**config.mk**
```make
export PLATFORM = sky130hd
export DESIGN_NAME = brcr_config
export DESIGN_NICKNAME = d
export VERILOG_FILES = /design/src/verilog/brcr_pkg.sv /design/src/verilog/brcr_config.sv
export VERILOG_INCLUDE_DIRS = /design/src /design/src/verilog
export SDC_FILE = /design/constraint.sdc
export NUM_CORES = 1
export LEC_CHECK = 0
export BUFFER_PORTS_ARGS = -buffer_cell sky130_fd_sc_hd__buf_2
export CORE_ASPECT_RATIO = 0.8
export CORE_MARGIN = 4
export CORE_UTILIZATION = 41
export DETAILED_ROUTE_END_ITERATION = 10
export GPL_ROUTABILITY_DRIVEN = 0
export GPL_TIMING_DRIVEN = 0
export PLACE_DENSITY = 0.76
export SYNTH_ARGS = -nofsm -noshare
export SYNTH_HDL_FRONTEND = slang
export SYNTH_SLANG_ARGS = --single-unit
```
**constraint.sdc**
```tcl
create_clock -name mclk -period 0.9 [get_ports mclk]
set_input_delay 0.09 -clock mclk [delete_from_list [all_inputs] [get_ports mclk]]
set_output_delay 0.09 -clock mclk [all_outputs]
set_load 0.05 [all_outputs]
```
**src/verilog/brcr_regs.svh**
```systemverilog
// Bit positions, reset value and decode constants of the read configuration register
`ifndef BRCR_REGS_SVH
`define BRCR_REGS_SVH

`define BRCR_READ_TYPE_BIT 15
`define BRCR_AUTO_SLEEP_BIT 14
`define BRCR_DELAY_MSB 13
`define BRCR_DELAY_LSB 10
`define BRCR_DATA_HOLD_BIT 9
`define BRCR_END_TIMING_BIT 8
`define BRCR_BURST_ORDER_BIT 7
`define BRCR_CLOCK_EDGE_BIT 6
`define BRCR_RESET_VALUE 16'h9cc4
`define BRCR_DELAY_BASE 4'h2
`define BRCR_DELAY_MAX_CODE 4'h7
`define BRCR_UPPER_ZERO 16'h0000

`endif

```
**src/verilog/brcr_pkg.sv**
```systemverilog
// Types shared by the read configuration register block
package brcr_pkg;

    typedef struct packed {
        logic read_type_select;
        logic auto_sleep_off;
        logic [3:0] initial_delay_field;
        logic data_hold_config;
        logic end_indicator_timing;
        logic burst_order_select;
        logic clock_edge_select;
        logic [5:0] low_bits;
    } brcr_cfg_t;

    typedef struct packed {
        logic sync_burst_en;
        logic auto_sleep_en;
        logic [3:0] initial_delay_clks;
        logic [1:0] data_hold_clks;
        logic end_early;
        logic linear_order;
        logic rising_edge;
    } brcr_ctrl_t;

endpackage : brcr_pkg

```
**src/verilog/brcr_config.sv**
```systemverilog
// Read configuration register with its decoded burst controls
`timescale 1ns/1ps
`include "brcr_regs.svh"

// What this block does
// - Top bit zero selects synchronous burst reads; one selects asynchronous, the default.
// - Auto-sleep disable bit zero keeps automatic sleep on; one turns it off.
// - Delay codes 0000 to 0111 give 2 to 9 clocks; default 0111.
// - Data hold zero holds each word one clock; one is reserved.
// - End timing zero asserts indicator during delay; one asserts a cycle earlier.
// - Burst order one means linear order, the default; zero reserved.
// - Clock edge one starts bursts and drives data on rising edges.
// - Writes during an active program or erase are ignored; reads always allowed.
// - Register read shows sixteen bits low, zeroes on the upper sixteen lines.
// - Hardware reset restores default contents, returning to asynchronous access.
module brcr_config import brcr_pkg::*; (
    // Clock and reset
    input wire logic mclk,
    input wire logic resetn,
    // Command side
    input wire logic cfg_write,
    input wire logic [15:0] cfg_wdata,
    input wire logic algo_active,
    // Read back
    output logic [31:0] cfg_rdata,
    output logic write_ignored,
    // Decoded controls
    output brcr_ctrl_t ctrl
);

    // ************************************************
    // Register storage
    // ************************************************
    brcr_cfg_t cfg;
    brcr_cfg_t next_cfg;
    logic write_ok;

    assign write_ok = cfg_write && !algo_active;

    always_comb begin
        next_cfg = cfg;
        if (write_ok) begin
            next_cfg = brcr_cfg_t'(cfg_wdata);
        end
    end

    always_ff @(posedge mclk) begin
        if (!resetn) begin
            cfg <= brcr_cfg_t'(`BRCR_RESET_VALUE);
        end else begin
            cfg <= next_cfg;
        end
    end

    // ************************************************
    // Refused write flag
    // ************************************************
    // One-cycle pulse so the host can tell a dropped write from a slow one
    always_ff @(posedge mclk) begin
        if (!resetn) begin
            write_ignored <= 1'b0;
        end else begin
            write_ignored <= cfg_write && algo_active;
        end
    end

    // ************************************************
    // Read back
    // ************************************************
    // Built from next_cfg so read data never lags the stored value
    // upper lines read zero
    always_ff @(posedge mclk) begin
        if (!resetn) begin
            cfg_rdata <= {`BRCR_UPPER_ZERO, 16'(`BRCR_RESET_VALUE)};
        end else begin
            cfg_rdata <= {`BRCR_UPPER_ZERO, 16'(next_cfg)};
        end
    end

    // ************************************************
    // Decoding
    // ************************************************
    always_ff @(posedge mclk) begin
        if (!resetn) begin
            ctrl <= '{sync_burst_en: 1'b0, auto_sleep_en: 1'b1, initial_delay_clks: 4'h9,
                      data_hold_clks: 2'h1, end_early: 1'b0, linear_order: 1'b1, rising_edge: 1'b1};
        end else begin
            ctrl.sync_burst_en <= !next_cfg.read_type_select;
            ctrl.auto_sleep_en <= !next_cfg.auto_sleep_off;
            // delay decode; undefined codes clamp to the longest safe delay
            if (next_cfg.initial_delay_field <= `BRCR_DELAY_MAX_CODE) begin
                ctrl.initial_delay_clks <= 4'(next_cfg.initial_delay_field + `BRCR_DELAY_BASE);
            end else begin
                ctrl.initial_delay_clks <= 4'(`BRCR_DELAY_MAX_CODE + `BRCR_DELAY_BASE);
            end
            ctrl.data_hold_clks <= 2'h1;
            ctrl.end_early <= next_cfg.end_indicator_timing;
            ctrl.linear_order <= 1'b1;
            ctrl.rising_edge <= 1'b1;
        end
    end

    // ************************************************
    // Checks
    // ************************************************
    property p_write_blocked;
        @(posedge mclk) disable iff (!resetn) (cfg_write && algo_active) |=> $stable(cfg);
    endproperty
    a_write_blocked: assert property (p_write_blocked) else $error("write taken while busy");

    property p_write_taken;
        @(posedge mclk) disable iff (!resetn) (cfg_write && !algo_active) |=> (16'(cfg) == $past(cfg_wdata));
    endproperty
    a_write_taken: assert property (p_write_taken) else $error("write not stored");

    property p_upper_zero;
        @(posedge mclk) disable iff (!resetn) cfg_rdata[31:16] == 16'h0000;
    endproperty
    a_upper_zero: assert property (p_upper_zero) else $error("upper lines not zero");

    property p_readback;
        @(posedge mclk) disable iff (!resetn) cfg_rdata[15:0] == 16'(cfg);
    endproperty
    a_readback: assert property (p_readback) else $error("read back mismatch");

    property p_reset_default;
        @(posedge mclk) !resetn |=> (16'(cfg) == 16'h9cc4 && !ctrl.sync_burst_en);
    endproperty
    a_reset_default: assert property (p_reset_default) else $error("reset default wrong");

    property p_read_type;
        @(posedge mclk) disable iff (!resetn) ##1 ctrl.sync_burst_en == !cfg.read_type_select;
    endproperty
    a_read_type: assert property (p_read_type) else $error("read type decode wrong");

    property p_sleep;
        @(posedge mclk) disable iff (!resetn) ##1 ctrl.auto_sleep_en == !cfg.auto_sleep_off;
    endproperty
    a_sleep: assert property (p_sleep) else $error("sleep decode wrong");

    property p_delay;
        @(posedge mclk) disable iff (!resetn) (write_ok && cfg_wdata[13:10] == 4'h3) |=> ctrl.initial_delay_clks == 4'h5;
    endproperty
    a_delay: assert property (p_delay) else $error("delay decode wrong");

    property p_end_timing;
        @(posedge mclk) disable iff (!resetn) ##1 ctrl.end_early == cfg.end_indicator_timing;
    endproperty
    a_end_timing: assert property (p_end_timing) else $error("end timing decode wrong");

    property p_fixed;
        @(posedge mclk) disable iff (!resetn) ctrl.data_hold_clks == 2'h1 && ctrl.linear_order && ctrl.rising_edge;
    endproperty
    a_fixed: assert property (p_fixed) else $error("fixed fields wrong");

    // Reserved hold code must still decode to one clock
    property p_hold;
        @(posedge mclk) disable iff (!resetn) ctrl.data_hold_clks == 2'h1;
    endproperty
    a_hold: assert property (p_hold) else $error("data hold decode wrong");

    property p_linear;
        @(posedge mclk) disable iff (!resetn) ctrl.linear_order;
    endproperty
    a_linear: assert property (p_linear) else $error("burst order decode wrong");

    property p_edge;
        @(posedge mclk) disable iff (!resetn) ctrl.rising_edge;
    endproperty
    a_edge: assert property (p_edge) else $error("clock edge decode wrong");

    property p_ignored_pulse;
        @(posedge mclk) disable iff (!resetn) (cfg_write && algo_active) |=> write_ignored;
    endproperty
    a_ignored_pulse: assert property (p_ignored_pulse) else $error("refused write not flagged");

    property p_ignored_quiet;
        @(posedge mclk) disable iff (!resetn) !(cfg_write && algo_active) |=> !write_ignored;
    endproperty
    a_ignored_quiet: assert property (p_ignored_quiet) else $error("refused flag without cause");

    // Undefined codes must never shorten the delay below the longest one
    property p_delay_clamp;
        @(posedge mclk) disable iff (!resetn) (write_ok && cfg_wdata[13]) |=> ctrl.initial_delay_clks == 4'h9;
    endproperty
    a_delay_clamp: assert property (p_delay_clamp) else $error("delay clamp wrong");

    property p_delay_range;
        @(posedge mclk) disable iff (!resetn) ctrl.initial_delay_clks >= 4'h2 && ctrl.initial_delay_clks <= 4'h9;
    endproperty
    a_delay_range: assert property (p_delay_range) else $error("delay out of range");

    property p_rdata_reset;
        @(posedge mclk) !resetn |=> cfg_rdata == 32'h00009cc4 && !write_ignored;
    endproperty
    a_rdata_reset: assert property (p_rdata_reset) else $error("read back after reset wrong");

    c_sync: cover property (@(posedge mclk) disable iff (!resetn) write_ok && !cfg_wdata[15]);
    c_ignored: cover property (@(posedge mclk) disable iff (!resetn) cfg_write && algo_active);
    c_early: cover property (@(posedge mclk) disable iff (!resetn) ctrl.end_early);
    c_reset_back: cover property (@(posedge mclk) !resetn ##1 resetn);

endmodule : brcr_config

```
==> load_flow_metrics.sql <==
INSERT INTO impl_metrics (metric_group, metric, value, unit) VALUES
('cts', 'clock_tree.htree_level_count', '1', ''),
('placed_design', 'place_worst_setup_slack', '-0.0335', 'ns'),
('global_routing', 'groute.usage.overall', '0.154', ''),
('cts', 'cts.clk_slew.worst_paths', '0.12', 'ns'),
('routing', 'routed_length_on_met2', '1.33', 'mm'),
('placed_design', 'hpwlAfterDp', '1.83', 'mm'),
('hold_path', 'hold_start', 'cfg_wdata[15]', ''),
('layout', 'share_of_cells_above_drive_strength_1', '0.526', ''),
('timing', 'finalHoldViolCount', '1', ''),
('logic_synthesis', 'post_synth_edffs', '0', ''),
('logic_synthesis', 'syn_avg_cell_area', '8.72', 'um2'),
('logic_synthesis', 'yosys.cell_types.count', '22', ''),
('critical_path', 'worst-endpoint-arrival', '0.91', 'ns'),
('routing', 'detail_route.iter0.violations', '23', ''),
('outcome', 'failed_checks', 'hold timing, setup timing', ''),
('routing', 'met1Wirelength', '952', 'um'),
('cts', 'numCtsBuffers', '3', ''),
('hold_path', 'min_delay_path_depth', '3', ''),
('critical_path', 'worst_reg2reg_path_startpoint', 'cfg[12]', ''),
('timing', 'achievable-frequency', '1.00', 'GHz'),
('critical_path', 'worstPathRequired', '0.81', 'ns'),
('floorplan', 'pin_count', '64', ''),
('critical_path', 'r2r.worst_path.cells', '3', ''),
('global_routing', 'grt_antenna_before_repair', '0', ''),
('cts', 'cts.sink_count', '23', ''),
('timing', 'period_share', '1.11', ''),
('logic_synthesis', 'synthTopCellsByCount', '31 x sky130_fd_sc_hd__nand2_1, 23 x sky130_fd_sc_hd__dfxtp_1, 22 x sky130_fd_sc_hd__buf_4', ''),
('floorplan', 'coreArea', '0.00227', 'mm2'),
('floorplan', 'die-area', '0.00338', 'mm2'),
('timing', 'fin_ws', '-0.0981', 'ns'),
('timing', 'skew', '0.000705', 'ns'),
('global_routing', 'globalRouteOverflowTotal', '0', ''),
('timing', 'rsz_0062_raised_after_global_routing', 'true', ''),
('cts', 'clk_root_buffer_cell', 'sky130_fd_sc_hd__clkbuf_4', ''),
('critical_path', 'startpoint_type', 'flip-flop', ''),
('routing', 'top_layer', 'met4', ''),
('floorplan', 'die_y', '52.8', 'um'),
('layout', 'stdcell_area', '0.00174', 'mm2'),
('global_routing', 'first_pass_grt_wire_length', '3.98', 'mm'),
('pwr', 'total_leakage_power', '0.851', 'nW'),
('pwr', 'fin_total_pwr', '2.48', 'mW'),
('cts', 'clkLatencyLatePin', '0.31', 'ns'),
('cts', 'tritoncts', 'yes', ''),
('logic_synthesis', 'number_of_warning_messages_in_the_yosys_log', '0', ''),
('layout', 'layout.nets', '215', ''),
('pwr', 'worst_ir_drop_vdd', '0.907', 'mV'),
('routing', 'drcViolationCount', '0', ''),
('outcome', 'result_of_the_run', 'finished, violations left', ''),
('logic_synthesis', 'area_share_of_the_largest_cell_type_after_synthesis', '0.448', ''),
('logic_synthesis', 'synth_most_common_cell', 'sky130_fd_sc_hd__nand2_1', ''),
('placed_design', 'port_buffers', '43', ''),
('timing', 'layout_min_cycle_time', '0.998', 'ns'),
('timing', 'setup_viol', '16', ''),
('logic_synthesis', 'ys_seq_area_frac', '0.448', ''),
('timing', 'final_max_slew_viol_count', '0', ''),
('hold_path', 'hold_path.class', 'input pin to flip-flop', ''),
('layout', 'flow.area_growth_from_synthesis', '69.1', '%'),
('routing', 'length_of_routed_met3_wiring', '184', 'um'),
('critical_path', 'cp_max_fo', '3', ''),
('logic_synthesis', 'asyncSetResetFlopFracSynth', '0', ''),
('critical_path', 'flop_to_flop_setup_slack', '0', 'ns'),
('timing', 'totalNegativeSetupSlack', '-0.336', 'ns'),
('routing', 'vias', '984', ''),
('floorplan', 'count_of_standard_cell_rows', '15', ''),
('job', 'cap_violations', '0', ''),
('critical_path', 'timing.critical_path.to_type', 'output pin', ''),
('timing', 'worst_slack_on_hold_paths', '-0.000359', 'ns'),
('logic_synthesis', 'synth-seq-cells', '23', ''),
('routing', 'detail_route.vias_per_cell', '4.32', ''),
('routing', 'drt_antenna_net_count', '0', ''),
('logic_synthesis', 'post_synth_inst_count', '118', '');
where the power goes:
| group | internal (mW) | switching, mW | total, mW | leakage (nW) |
|---|---|---|---|---|
| Sequential | 1.08 | 0.0477 | 1.13 | 0.192 |
| Clock | 0.173 | 0.295 | 0.468 | 0.0150 |
| Combinational | 0.339 | 0.539 | 0.878 | 0.644 |
| Total | 1.60 | 0.882 | 2.48 | 0.851 |
registers in the layout, indices dropped and copies added (netlist names):
signal,cells
ctrl,6
cfg,9
cfg_rdata,7
write_ignored,1
critical path, cell delays in order, from the launching register on:
cell and delay [ns]:
sky130_fd_sc_hd__dfxtp_2 0.35, sky130_fd_sc_hd__buf_6 0.11, sky130_fd_sc_hd__buf_8 0.14
cells in the final DEF (no fill, tap or decap), drive strengths merged, types with 2 or more instances in the layout:
cell,synthesis,routed
clkbuf,2,6
dfxtp,23,23
a21boi,8,8
nor2b,2,2
buf,25,74
nand2,31,31
conb,2,20
nand3,6,6
mux2i,2,2
dlygate4sd3,0,5
xor2,2,2
nor3,5,5
nand2b,2,2
layout make-up:
cell class | count | area, um2
Buffer | 27 | 210
Sequential cell | 23 | 494
Clock buffer | 4 | 26.3
Multi-Input combinational cell | 86 | 434
Fill cell | 161 | 532
Timing Repair Buffer | 54 | 532
Tap cell | 34 | 42.5
repair_timing:
action / in CTS / in global routing
setup endpoints to repair: 24 / 27
hold endpoints to repair: 5 / 0
hold buffers: 5 / 0
pin swaps: 1 / 3
gates resized for setup: 71 / 14
buffers inserted: 5 / 1
per-layer routing:
metal | global-route usage | vias up
met2 | 0.276 | 47
met4 | 0.0860 | 0
met5 | 0 | -
met3 | 0.0322 | 6
met1 | 0.170 | 439
li1 | - | 492
how the worst max path moves through the flow:
| stage | depth (start not counted) | start | endpoint | slack [ns] |
|---|---|---|---|---|
| after floorplan | 2 | cfg[11] | ctrl[7] | -0.01 |
| after global placement | 6 | algo_active | cfg[10] | -0.01 |
| after detailed placement | 6 | cfg_write | cfg_rdata[9] | -0.03 |
| after CTS | 2 | cfg_rdata[8] | ctrl[2] | -0.10 |
| after global routing | 2 | cfg_rdata[8] | ctrl[2] | -0.13 |
| final | 2 | cfg_rdata[8] | ctrl[2] | -0.1 |
per-stage QoR:
step,hold slack [ns],instances
after global placement,0.299,213
after floorplan,0.163,136
after detailed placement,0.311,213
after global routing,0.00611,228
after CTS,0.00146,227
final,-0.000359,228
kinds of logic after synthesis:
group                     Yosys count  synth area share
and+or+nand+nor                    49             0.215
buffers and inverters              27             0.201
DFF                                23             0.448
AOI/OAI and AO/OA                  13            0.0925
xor gates and xnor gates            2            0.0170
muxes                               2            0.0195
other                               2           0.00730
(Power assumes the default switching activity.)
